[src/cspg_defs.vh]
`ifndef CSPG_DEFS_VH
`define CSPG_DEFS_VH

// ----------------------------------------------------------------
// Register offsets (byte addresses on the 16-bit register port)
// ----------------------------------------------------------------
`define CSPG_ADDR_CTRL_ONE 16'hFE90
`define CSPG_ADDR_CTRL_TWO 16'hFE91
`define CSPG_ADDR_DLY_LO 16'hFE92
`define CSPG_ADDR_DLY_HI 16'hFE93
`define CSPG_ADDR_EA_LO 16'hFE94
`define CSPG_ADDR_EA_HI 16'hFE95
`define CSPG_ADDR_EB_LO 16'hFE96
`define CSPG_ADDR_EB_HI 16'hFE97

// ----------------------------------------------------------------
// Control register one fields
// ----------------------------------------------------------------
`define CSPG_BIT_OP_EN 7
`define CSPG_BIT_RUN 6
`define CSPG_BIT_REPEAT 5
`define CSPG_BIT_SURGE_EN 4
`define CSPG_BIT_END_SEL 3
`define CSPG_BIT_CMP2_HIST 2
`define CSPG_BIT_SURGE_FLAG 1
`define CSPG_BIT_SURGE_IEN 0

// ----------------------------------------------------------------
// Control register two fields
// ----------------------------------------------------------------
`define CSPG_BIT_GATING_COMPARATOR_GATE 3

// ----------------------------------------------------------------
// Reset values and read fill for unused high bits
// ----------------------------------------------------------------
`define CSPG_RST_BYTE 8'h00
`define CSPG_RST_HIGH 2'h0
`define CSPG_HIGH_FILL 6'h3F

// ----------------------------------------------------------------
// Timing: blanking of the overcurrent comparator, in half periods
// ----------------------------------------------------------------
`define CSPG_BLANK_HALF_PERIODS 191
// 95.5 periods rounded up to whole clock cycles
`define CSPG_BLANK_CYCLES ((`CSPG_BLANK_HALF_PERIODS + 1) / 2)

`endif

[src/cspg_top.v]
`include "cspg_defs.vh"
module cspg_top #(
	parameter CW = 10,
	parameter INVERT_OUT = 1'b0
) (
	// Clock and reset
	input wire clk_i,
	input wire sys_rst_i,
	// Register port
	input wire [15:0] reg_addr_i,
	input wire [7:0] reg_wdata_i,
	input wire reg_wr_i,
	input wire reg_rd_i,
	output reg [7:0] reg_rdata_o,
	// Analog comparator outputs (asynchronous)
	input wire sync_comparator_i,
	input wire cmp_two_i,
	input wire overcurrent_comparator_i,
	input wire gating_comparator_i,
	input wire surge_i,
	// Pulse output pin
	output reg pulse_out_pin_o,
	output reg pulse_out_pin_oe_o,
	// Surge interrupt request level
	output reg surge_irq_o
);

// ----------------------------------------------------------------
// Comparator synchronisers
// ----------------------------------------------------------------
wire [4:0] cmp_raw;
wire [4:0] cmp_s;
assign cmp_raw = {surge_i, gating_comparator_i, overcurrent_comparator_i,
	cmp_two_i, sync_comparator_i};

genvar gi;
generate
	for (gi = 0; gi < 5; gi = gi + 1) begin : g_sync
		// Each comparator cleaned before edge or level use
		cspg_sync u_sync (
			.clk_i(clk_i),
			.sys_rst_i(sys_rst_i),
			.async_i(cmp_raw[gi]),
			.level_o(cmp_s[gi])
		);
	end
endgenerate

// Named views of the clean comparator levels
wire sync_cmp = cmp_s[0];
wire cmp_two = cmp_s[1];
wire ovc_cmp = cmp_s[2];
wire gate_cmp = cmp_s[3];
wire surge_cmp = cmp_s[4];

// ----------------------------------------------------------------
// Registers
// ----------------------------------------------------------------
reg [7:0] ctrl_one_q; // Control register one
reg [7:0] ctrl_two_q; // Control register two
reg [7:0] dly_lo_q; // Start delay low byte
reg [1:0] dly_hi_q; // Start delay upper bits
reg [7:0] ea_lo_q; // End A low byte
reg [1:0] ea_hi_q; // End A upper bits
reg [7:0] eb_lo_q; // End B low byte
reg [1:0] eb_hi_q; // End B upper bits

// Control field views
wire op_en = ctrl_one_q[`CSPG_BIT_OP_EN];
wire run = ctrl_one_q[`CSPG_BIT_RUN];
wire repeat_mode = ctrl_one_q[`CSPG_BIT_REPEAT];
wire surge_en = ctrl_one_q[`CSPG_BIT_SURGE_EN];
wire end_sel = ctrl_one_q[`CSPG_BIT_END_SEL];
wire surge_ien = ctrl_one_q[`CSPG_BIT_SURGE_IEN];
wire gate_en = ctrl_two_q[`CSPG_BIT_GATING_COMPARATOR_GATE];

// Write decode strobes
wire wr_c1 = reg_wr_i && (reg_addr_i == `CSPG_ADDR_CTRL_ONE);

// ----------------------------------------------------------------
// Edge detection on synchronised comparators
// ----------------------------------------------------------------
reg sync_cmp_q; // Previous sync comparator level
reg cmp_two_q; // Previous comparator two level
reg surge_q; // Previous surge level
reg run_q; // Previous run bit

// History flops for edge detection
always @(posedge clk_i or posedge sys_rst_i) begin
	if (sys_rst_i) begin
		sync_cmp_q <= 1'b0;
		cmp_two_q <= 1'b0;
		surge_q <= 1'b0;
		run_q <= 1'b0;
	end else begin
		sync_cmp_q <= sync_cmp;
		cmp_two_q <= cmp_two;
		surge_q <= surge_cmp;
		run_q <= run;
	end
end

// Falling edge seen in the same cycle the clean level drops
wire sync_fall = sync_cmp_q && !sync_cmp;
wire cmp_two_rise = cmp_two && !cmp_two_q;
wire surge_rise = surge_cmp && !surge_q;
wire run_start = run && !run_q;

// Repeat mode latched at run start; later changes have no effect
reg repeat_q;
always @(posedge clk_i or posedge sys_rst_i) begin
	if (sys_rst_i) begin
		repeat_q <= 1'b0;
	end else if (run_start) begin
		repeat_q <= repeat_mode;
	end
end

// Sync flag: start of run, plus comparator falls in repeat mode
wire sync_flag = run_start ||
	(run && run_q && repeat_q && sync_fall);

// Surge and comparator-two events count only while operating
wire surge_evt = surge_rise && surge_en && op_en;
wire cmp_two_evt = cmp_two_rise && op_en;

// ----------------------------------------------------------------
// Control register one: software writes plus hardware events
// ----------------------------------------------------------------
reg hist_seen_q; // Comparator two seen since last sync fall
always @(posedge clk_i or posedge sys_rst_i) begin
	if (sys_rst_i) begin
		ctrl_one_q <= `CSPG_RST_BYTE;
		hist_seen_q <= 1'b0;
	end else begin
		if (wr_c1) begin
			ctrl_one_q <= reg_wdata_i;
			// Surge flag: software may only clear it
			ctrl_one_q[`CSPG_BIT_SURGE_FLAG] <=
				ctrl_one_q[`CSPG_BIT_SURGE_FLAG] &
				reg_wdata_i[`CSPG_BIT_SURGE_FLAG];
			// History is read-only, kept by hardware
			ctrl_one_q[`CSPG_BIT_CMP2_HIST] <=
				ctrl_one_q[`CSPG_BIT_CMP2_HIST];
		end
		// Hardware events after the write so they win over a same-cycle write
		if (surge_evt) begin
			ctrl_one_q[`CSPG_BIT_RUN] <= 1'b0;
			ctrl_one_q[`CSPG_BIT_SURGE_FLAG] <= 1'b1;
		end
		if (cmp_two_evt) begin
			ctrl_one_q[`CSPG_BIT_END_SEL] <= 1'b1;
		end
		// History window runs fall to fall while operating
		if (op_en && sync_fall) begin
			ctrl_one_q[`CSPG_BIT_CMP2_HIST] <= hist_seen_q || cmp_two_evt;
			hist_seen_q <= 1'b0;
		end else if (cmp_two_evt) begin
			hist_seen_q <= 1'b1;
		end
	end
end

// ----------------------------------------------------------------
// Other registers
// ----------------------------------------------------------------
always @(posedge clk_i or posedge sys_rst_i) begin
	if (sys_rst_i) begin
		ctrl_two_q <= `CSPG_RST_BYTE;
		dly_lo_q <= `CSPG_RST_BYTE;
		dly_hi_q <= `CSPG_RST_HIGH;
		ea_lo_q <= `CSPG_RST_BYTE;
		ea_hi_q <= `CSPG_RST_HIGH;
		eb_lo_q <= `CSPG_RST_BYTE;
		eb_hi_q <= `CSPG_RST_HIGH;
	end else if (reg_wr_i) begin
		case (reg_addr_i)
			`CSPG_ADDR_CTRL_TWO: begin
				ctrl_two_q <= reg_wdata_i;
			end
			`CSPG_ADDR_DLY_LO: begin
				dly_lo_q <= reg_wdata_i;
			end
			// High bytes keep only bits 1 and 0
			`CSPG_ADDR_DLY_HI: begin
				dly_hi_q <= reg_wdata_i[1:0];
			end
			`CSPG_ADDR_EA_LO: begin
				ea_lo_q <= reg_wdata_i;
			end
			`CSPG_ADDR_EA_HI: begin
				ea_hi_q <= reg_wdata_i[1:0];
			end
			`CSPG_ADDR_EB_LO: begin
				eb_lo_q <= reg_wdata_i;
			end
			`CSPG_ADDR_EB_HI: begin
				eb_hi_q <= reg_wdata_i[1:0];
			end
			default: begin
				ctrl_two_q <= ctrl_two_q;
			end
		endcase
	end
end

// Read mux; unused high bits read as ones, unmapped reads zero
reg [7:0] rd_d;
always @* begin
	case (reg_addr_i)
		`CSPG_ADDR_CTRL_ONE: rd_d = ctrl_one_q;
		`CSPG_ADDR_CTRL_TWO: rd_d = ctrl_two_q;
		`CSPG_ADDR_DLY_LO: rd_d = dly_lo_q;
		`CSPG_ADDR_DLY_HI: rd_d = {`CSPG_HIGH_FILL, dly_hi_q};
		`CSPG_ADDR_EA_LO: rd_d = ea_lo_q;
		`CSPG_ADDR_EA_HI: rd_d = {`CSPG_HIGH_FILL, ea_hi_q};
		`CSPG_ADDR_EB_LO: rd_d = eb_lo_q;
		`CSPG_ADDR_EB_HI: rd_d = {`CSPG_HIGH_FILL, eb_hi_q};
		default: rd_d = 8'h00;
	endcase
end

// Read data stands only in the cycle after the strobe
always @(posedge clk_i or posedge sys_rst_i) begin
	if (sys_rst_i) begin
		reg_rdata_o <= 8'h00;
	end else if (reg_rd_i) begin
		reg_rdata_o <= rd_d;
	end else begin
		reg_rdata_o <= 8'h00;
	end
end

// ----------------------------------------------------------------
// Pulse counter
// ----------------------------------------------------------------
reg [CW-1:0] count_q;
always @(posedge clk_i or posedge sys_rst_i) begin
	if (sys_rst_i) begin
		count_q <= {CW{1'b0}};
	end else if (sync_flag) begin
		count_q <= {CW{1'b0}};
	end else if (run) begin
		count_q <= count_q + {{(CW-1){1'b0}}, 1'b1};
	end
end

// ----------------------------------------------------------------
// Match buffers
// ----------------------------------------------------------------
wire start_hit;
wire end_hit;
wire [CW-1:0] end_setting = end_sel ? {eb_hi_q, eb_lo_q} :
	{ea_hi_q, ea_lo_q};

cspg_match #(.CW(CW)) u_start (
	.clk_i(clk_i),
	.sys_rst_i(sys_rst_i),
	.load_i(sync_flag),
	.setting_i({dly_hi_q, dly_lo_q}),
	.count_i(count_q),
	.hit_o(start_hit)
);

cspg_match #(.CW(CW)) u_end (
	.clk_i(clk_i),
	.sys_rst_i(sys_rst_i),
	.load_i(sync_flag),
	.setting_i(end_setting),
	.count_i(count_q),
	.hit_o(end_hit)
);

// ----------------------------------------------------------------
// Overcurrent blanking after each period start
// ----------------------------------------------------------------
// Full-width count cut to the blanking counter width on purpose
localparam integer BLANK_FULL = `CSPG_BLANK_CYCLES;
localparam [7:0] BLANK_CYC = BLANK_FULL[7:0];
reg [7:0] blank_q;
always @(posedge clk_i or posedge sys_rst_i) begin
	if (sys_rst_i) begin
		blank_q <= 8'h00;
	end else if (sync_flag) begin
		blank_q <= BLANK_CYC;
	end else if (blank_q != 8'h00) begin
		blank_q <= blank_q - 8'h01;
	end
end
wire ovc_clear = ovc_cmp && (blank_q == 8'h00);

// ----------------------------------------------------------------
// Pulse output state
// ----------------------------------------------------------------
// Gate passes when disabled or gating comparator low
wire gate_ok = !gate_en || !gate_cmp;
reg pulse_q;
always @(posedge clk_i or posedge sys_rst_i) begin
	if (sys_rst_i) begin
		pulse_q <= 1'b0;
	end else if (!run) begin
		pulse_q <= 1'b0;
	end else if (ovc_clear) begin
		pulse_q <= 1'b0;
	end else if (end_hit && !sync_flag) begin
		pulse_q <= 1'b0;
	end else if (start_hit && !sync_flag && gate_ok) begin
		pulse_q <= 1'b1;
	end
end

// Pin driver, polarity option, interrupt level
always @(posedge clk_i or posedge sys_rst_i) begin
	if (sys_rst_i) begin
		pulse_out_pin_o <= 1'b0;
		pulse_out_pin_oe_o <= 1'b0;
		surge_irq_o <= 1'b0;
	end else begin
		// Gating applied live so the pin drops as soon as gate closes
		pulse_out_pin_o <= (pulse_q && gate_ok) ^ INVERT_OUT;
		pulse_out_pin_oe_o <= op_en;
		surge_irq_o <= surge_ien && ctrl_one_q[`CSPG_BIT_SURGE_FLAG];
	end
end

endmodule // cspg_top

[src/cspg_sync.v]
// ----------------------------------------------------------------
// Three-flop synchroniser with agreement check
// ----------------------------------------------------------------
module cspg_sync (
	// Clock and reset
	input wire clk_i,
	input wire sys_rst_i,
	// Asynchronous level in, clean level out
	input wire async_i,
	output reg level_o
);

// Stage flops; first one is read only by the second
reg meta_q;
reg mid_q;
reg last_q;

// Change accepted once stages two and three agree
always @(posedge clk_i or posedge sys_rst_i) begin
	if (sys_rst_i) begin
		meta_q <= 1'b0;
		mid_q <= 1'b0;
		last_q <= 1'b0;
		level_o <= 1'b0;
	end else begin
		meta_q <= async_i;
		mid_q <= meta_q;
		last_q <= mid_q;
		if (mid_q == last_q) begin
			level_o <= last_q;
		end
	end
end

endmodule // cspg_sync

[src/cspg_match.v]
`include "cspg_defs.vh"
// ----------------------------------------------------------------
// Match buffer: reloads on sync flag, compares against counter
// ----------------------------------------------------------------
module cspg_match #(
	parameter CW = 10
) (
	// Clock and reset
	input wire clk_i,
	input wire sys_rst_i,
	// Reload control and data
	input wire load_i,
	input wire [CW-1:0] setting_i,
	// Live counter
	input wire [CW-1:0] count_i,
	// Equality flag
	output wire hit_o
);

// Match buffer
reg [CW-1:0] buf_q;

// Reload only on sync, so setting writes mid-period wait
always @(posedge clk_i or posedge sys_rst_i) begin
	if (sys_rst_i) begin
		buf_q <= {CW{1'b0}};
	end else if (load_i) begin
		buf_q <= setting_i;
	end
end

// Flag while buffer equals counter
assign hit_o = (buf_q == count_i);

endmodule // cspg_match

[config.mk]
export PLATFORM = sky130hd
export DESIGN_NAME = cspg_top
export DESIGN_NICKNAME = d
export VERILOG_FILES = /design/src/cspg_top.v /design/src/cspg_sync.v /design/src/cspg_match.v
export VERILOG_INCLUDE_DIRS = /design/src
export SDC_FILE = /design/constraint.sdc
export NUM_CORES = 1
export LEC_CHECK = 0
export BUFFER_PORTS_ARGS = -buffer_cell sky130_fd_sc_hd__buf_2
export CORE_UTILIZATION = 35
export CTS_CLUSTER_SIZE = 40
export DETAILED_ROUTE_END_ITERATION = 10
export PLACE_DENSITY = 0.57
export REMOVE_ABC_BUFFERS = 1
export SETUP_SLACK_MARGIN = 0.05
export SLEW_MARGIN = 10
export SYNTH_ARGS = -nofsm -noshare
export SYNTH_HDL_FRONTEND = slang
export SYNTH_SLANG_ARGS = --single-unit
[constraint.sdc]
create_clock -name clk_i -period 3.9 [get_ports clk_i]
set_input_delay 0.39 -clock clk_i [delete_from_list [all_inputs] [get_ports clk_i]]
set_output_delay 0.39 -clock clk_i [all_outputs]
set_load 0.05 [all_outputs]
* Word level (Yosys, flattened, before mapping) *
Cells that the tools add are included.

word-level totals
  flip-flop bits (word level) = 122
  input bits = 33
  output and inout bits = 11
  logic and storage cells = 125

operators by class
  add/sub/neg operators = 2
  eq/ne operators = 16
  muxes and demuxes = 18
  bitwise logic cells = 1
  reduce and logical (&&, ||, !) cells = 42

operators with widths
  operator                                                            number
  16-bit equality test, second input constant                         8
  8-bit case mux with 8 select lines                                  1
  10-bit two-way mux                                                  3
  8-bit two-way mux                                                   3
  10-bit equality test                                                2
  1-bit logical AND                                                   18
  2-bit AND reduction                                                 7
  10-bit by 1-bit adder with 10-bit output, second input constant     1
  1-bit two-way mux                                                   10
  2-bit nonzero test                                                  5
  8-bit logical NOT                                                   1
  8-bit nonzero test                                                  1
  8-bit by 1-bit subtractor with 8-bit output, second input constant  1
  1-bit logical NOT                                                   7
  7-bit two-way mux                                                   1
  1-bit equality test                                                 5
  4-bit by 1-bit != test with 1-bit output, second input constant     1
  1-bit logical OR                                                    3
  1-bit AND                                                           1

* Logic depth before layout (Yosys ltp) *
  depth after elaboration = 11
  gate-level depth with buffers = 7
  depth with buffers taken out = 7

* Modules after synthesis *
From an unflattened synthesis, not the netlist that was laid out.

second synthesis, totals
  cells, all modules = 415
  area, all modules = 5373.9 µm²

modules (own cells, without submodules)
  module      times used  cells an instance  area an instance (µm²)  seq. area each (µm²)
  cspg_top    1           315                3824.9                  2052.0
  cspg_match  2           35                 486.7                   250.2
  cspg_sync   5           6                  115.1                   100.1

* Least setup slack after synthesis *
No wires, ideal clock.

  path kind = input port to flip-flop
  from = input port reg_addr_i[2]
  to = register ea_lo_q[0]
  library setup time = 125 ps
  arrival = 1756 ps
  required time = 3775 ps
  slack = 2019 ps
  cell stages on the path = 5
  buffers on the path = 2
  cells stage by stage = buf_4 -> or3b_4 -> or4_4 -> buf_6 -> mux2_4

between the ends
  cells in the longest elaborated chain, start to end = 2

ends and longest elaborated chain
  item                           line            source
  from (decl)                    cspg_top.v:10   input wire [15:0] reg_addr_i,
  16-bit equality test           cspg_top.v:177  case (reg_addr_i)
  2-bit AND reduction (no line)  --
  to (signal assigned)           cspg_top.v:172  ea_lo_q <= `CSPG_RST_BYTE;
  to (signal assigned)           cspg_top.v:189  ea_lo_q <= reg_wdata_i;
  to (decl)                      cspg_top.v:63   reg [7:0] ea_lo_q;

Every way passes these cells.
A chain may end at the register's enable or synchronous reset.

* Final worst setup path *
  from = register g_sync[0].u_sync.level_o
  to = register pulse_q

between the ends
  cells in the longest elaborated chain, start to end = 9
  elaborated cells on any way between the ends = 12
  classes of those cells = eq/ne (1); mux (3); reduce/logical (8)

ends and longest elaborated chain
  item                    line                            source
  from (decl)             cspg_sync.v:10                  output reg level_o
  from (signal assigned)  cspg_sync.v:30                  level_o <= last_q;
  1-bit logical NOT *     cspg_top.v:104                  wire sync_fall = sync_cmp_q && !sync_cmp;
  1-bit logical AND *     cspg_top.v:104
  1-bit logical AND *     cspg_top.v:121                  (run && run_q && repeat_q && sync_fall);
  1-bit logical OR *      cspg_top.v:120                  wire sync_flag = run_start ||
  1-bit logical NOT *     cspg_top.v:305, cspg_top.v:307
  1-bit logical AND       cspg_top.v:305                  end else if (end_hit && !sync_flag) begin
  1-bit two-way mux       cspg_top.v:305
  1-bit two-way mux       cspg_top.v:303                  end else if (ovc_clear) begin
  1-bit two-way mux       cspg_top.v:301                  end else if (!run) begin
  to (signal assigned)    cspg_top.v:302                  pulse_q <= 1'b0;
  to (signal assigned)    cspg_top.v:304                  pulse_q <= 1'b0;
  to (signal assigned)    cspg_top.v:306                  pulse_q <= 1'b0;
  to (decl)               cspg_top.v:297                  reg pulse_q;

Mark *: on every way between the ends. The rest lies on a longest branch, timed or not.

==> impl_results.md <==
* Status: finished, final reports clean
* GRT Resource Usage Total at 16.10%
* Initial antenna violation count at 0
* Vias at 3,468
* Placed cell area at ~5700 sq um
* Commonest non-fill, non-tap cell in the layout: dfrtp_1
* Die X at approximately 130 microns
* Initial Util at about 36%
* Ant diodes at 0
* Synth warnings at 0
* Net switching power at 719.7 uW
* Skew final at 0.009380 ns
* Total grt overflow at 0
* Register bit total from synthesis at roughly 120
* Hold WC Path Type: input port to register
* Reg2reg end: pulse_q
* Synth Area in Simple Gates at around 12%
* Critical Path Start Type: register
* TritonCTS clock tree: yes
* Synth top area share at 57.29%
* Crit end category: register
* Most frequent cells in the layout: dfrtp_1, mux2_2, buf_2
* Final Max Slew Viols at 0
* CTS Buffer Depth at 2
* Vias/cell at 5.100
* Sequential share of the synthesized area at between 50% and 60%
* Core area at between 10,000 and 15,000 sq um
* Area leader, netlist: dfrtp_1
* Final Hold Fails at 0
* Least-Margin Pin Slew at 1.060 ns
* DIE AREA at approximately 16,000 sq um
* Synth Area in XOR/XNOR at 5.259%
* FF-to-FF Start: g_sync[0].u_sync.level_o
* Compound-Gate Fraction of Synth Area at under 10%
* Drt pass-1 iters at 7
* Dpl hpwl at between 8000 and 9000 microns
* Final nets at 519
* Final Cell Area at ~6400 sq um
* Final core occ at between 40 and 50%
* DRC Markers at 0
* First-pass GRT wire length at roughly 19,000 microns
* Hold path cells at 1
* Final ANT Viol Nets at 0
* Root buffer cell: clkbuf_16
* Number of setup buffers added after CTS at 0
* Slew margin rel. at between 20% and 30%
* Crit-path max FO at 42
* Final WL at around 12,000 microns
* Synth cell types at 50
* Most used flip-flop cell after synthesis: dfrtp_1
* CP Capture Point: pulse_q
* RSZ-0062 raised after global routing: false
* CP Launch Point: g_sync[0].u_sync.level_o
* Vias in the first global route at about 3,500
* Sequential power share at a little over two fifths
* Post-synthesis mux area share at between 10% and 20%
* Top cells by area, synth: dfrtp_1, mux2_2, xor2_1
* Largest family of logic cells by synthesized area: multiplexers
* CP required at ~4.2 ns
* Period utilisation layout at between 50 and 60%
* Final Critical Period at ~2.1 ns
* Final setup violation count at 0
* Adder-Cell Fraction of Synth Area at under 10%
* Post_cts resized at 0
* Number of synthesized flops with an enable pin at 0
* Clk pin slew, worst setup/hold paths at roughly 0.06 ns
* Clk Latency, worst-skew pair at between 0.4 and 0.5 ns
* Htree depth at 4
* Worst R2R Setup Slack at around 1.8 ns
* Power per standard cell area at roughly 510 nW/um^2
* Mapped Area at 5329 sq um
* Synth Area per Inst at ~12 sq um
* Avg WL per Cell at roughly 17 microns
* I/O pin cnt at 44
* Reg2Reg Depth at 5
* Ys async rst share at between 90% and 100%
* Clock Sinks at ~120
* Hold Buf Count CTS at 0
* Worst VDD drop at between 0.0002 and 0.0003 V
* Max-Cap Viols at 0
* Initial DRC Count at approximately 190
* Die Height at 125.4 microns
* IO Port Bufs at 43
* Clock power frac at between 50% and 60%
* Fmax at 0.4813 GHz
* Rows at 44
* Switching share of power at 22.37%
* Layout area overhead at 19.44%
* Internal at 2498 uW
* Leakage at a little over 0.003 uW
* Largest net degree at the start of global routing at between 70 and 80
* CTS Buf Count at 17
* Worst EP arrival at approximately 2.4 ns
* Combinational Power Share at under 10%
* Crit Path Category: register to register
* Routability cong. at approximately 0.83
* Syn Inst Count at roughly 430
* Layout cells sized above 1 at 29.64%
-- cell type report --
| cell class | count | area (sq um) |
|---|---|---|
| Multi-Input combinational cell | 288 | 2190 |
| Clock buffer | 19 | 442.9 |
| Clock inverter | 13 | 175.2 |
| Inverter | 7 | 28.78 |
| Fill cell | 1337 | 8334 |
| Timing Repair Buffer | 47 | 245.2 |
| Tap cell | 184 | 230.2 |
| Sequential cell | 122 | 3053 |
-- metrics by stage --
stage | cells | setup slack (ns) | TNS, ns | hold WS, ns | total power (uW)
after floorplan | 417 | -0.1758 | -0.5387 | 0.3312 | 1538
after global placement | 648 | 1.516 | 0 | 0.3359 | 1604
after detailed placement | 648 | 1.527 | 0 | 0.3364 | 1615
after CTS | 680 | 1.787 | 0 | 0.06368 | 3253
after global routing | 680 | 1.596 | 0 | 0.06052 | 3356
final | 680 | 1.822 | 0 | 0.08215 | 3217
-- power by group through the flow --
stage / Clock [uW] / Combinational, uW / Sequential [uW]
after floorplan: 0 / 150 / 1390
after global placement: 0 / 204 / 1400
after detailed placement: 0 / 211 / 1400
after CTS: 1660 / 212 / 1380
after global routing: 1720 / 239 / 1390
final: 1630 / 208 / 1380
-- worst min path at each step --
stage,startpoint,end,slack [ns]
6_report,surge_i,g_sync[4].u_sync.meta_q,0.08
3_3_place_gp,g_sync[1].u_sync.meta_q,g_sync[1].u_sync.mid_q,0.34
3_5_place_dp,g_sync[3].u_sync.meta_q,g_sync[3].u_sync.mid_q,0.34
5_1_grt,cmp_two_i,g_sync[1].u_sync.meta_q,0.06
2_1_floorplan,g_sync[0].u_sync.meta_q,g_sync[0].u_sync.mid_q,0.33
4_1_cts,cmp_two_i,g_sync[1].u_sync.meta_q,0.06
-- synth_stat cells, types with 4 or more instances --
cell / count
nand3b_1: 6
clkbuf_1: 9
nand2_1: 26
xnor2_1: 10
nor2_1: 32
o21ai_0: 13
mux2_4: 8
nand2b_1: 4
mux2i_1: 16
dfrtp_1: 122
a21oi_1: 15
maj3_1: 5
nor4_1: 8
inv_1: 7
or3_1: 5
a31oi_1: 8
xor2_1: 22
a22oi_1: 6
nand3_1: 7
nand4_1: 5
mux2_2: 50
o22ai_1: 4
-- routing by layer --
metal | track usage, % | routed length [microns] | vias to the layer above
met3 | 4.664 | 354 | 10
met1 | 21.55 | 5571 | 1756
li1 | - | - | 1637
met5 | 0 | 0 | -
met2 | 24.55 | 5460 | 65
met4 | 6.528 | 126 | 0
-- critical path: stages (launching register included) --
cell      delay (ns)
dfrtp_1         0.40
nand3b_1        0.25
a21boi_4        0.85
nor4_1          0.17
a31oi_1         0.21
nor2_1          0.05
-- cell families after synthesis --
| logic type | Yosys count |
|---|---|
| adders and majority gates | 8 |
| DFF | 122 |
| muxes | 74 |
| xor gates and xnor gates | 32 |
| and+or+nand+nor | 120 |
| buffers and inverters | 22 |
| AOI/OAI and AO/OA | 54 |
-- flip-flops by register name (all words and copies together) (netlist names), 5 cells and up --
register,count
blank_q,8
count_q,10
ctrl_one_q,8
ctrl_two_q,8
dly_lo_q,8
ea_lo_q,8
eb_lo_q,8
g_sync.u_sync.last_q,5
g_sync.u_sync.level_o,5
g_sync.u_sync.meta_q,5
g_sync.u_sync.mid_q,5
reg_rdata_o,8
u_end.buf_q,10
u_start.buf_q,10
Power figures use the tool's default switching activity.
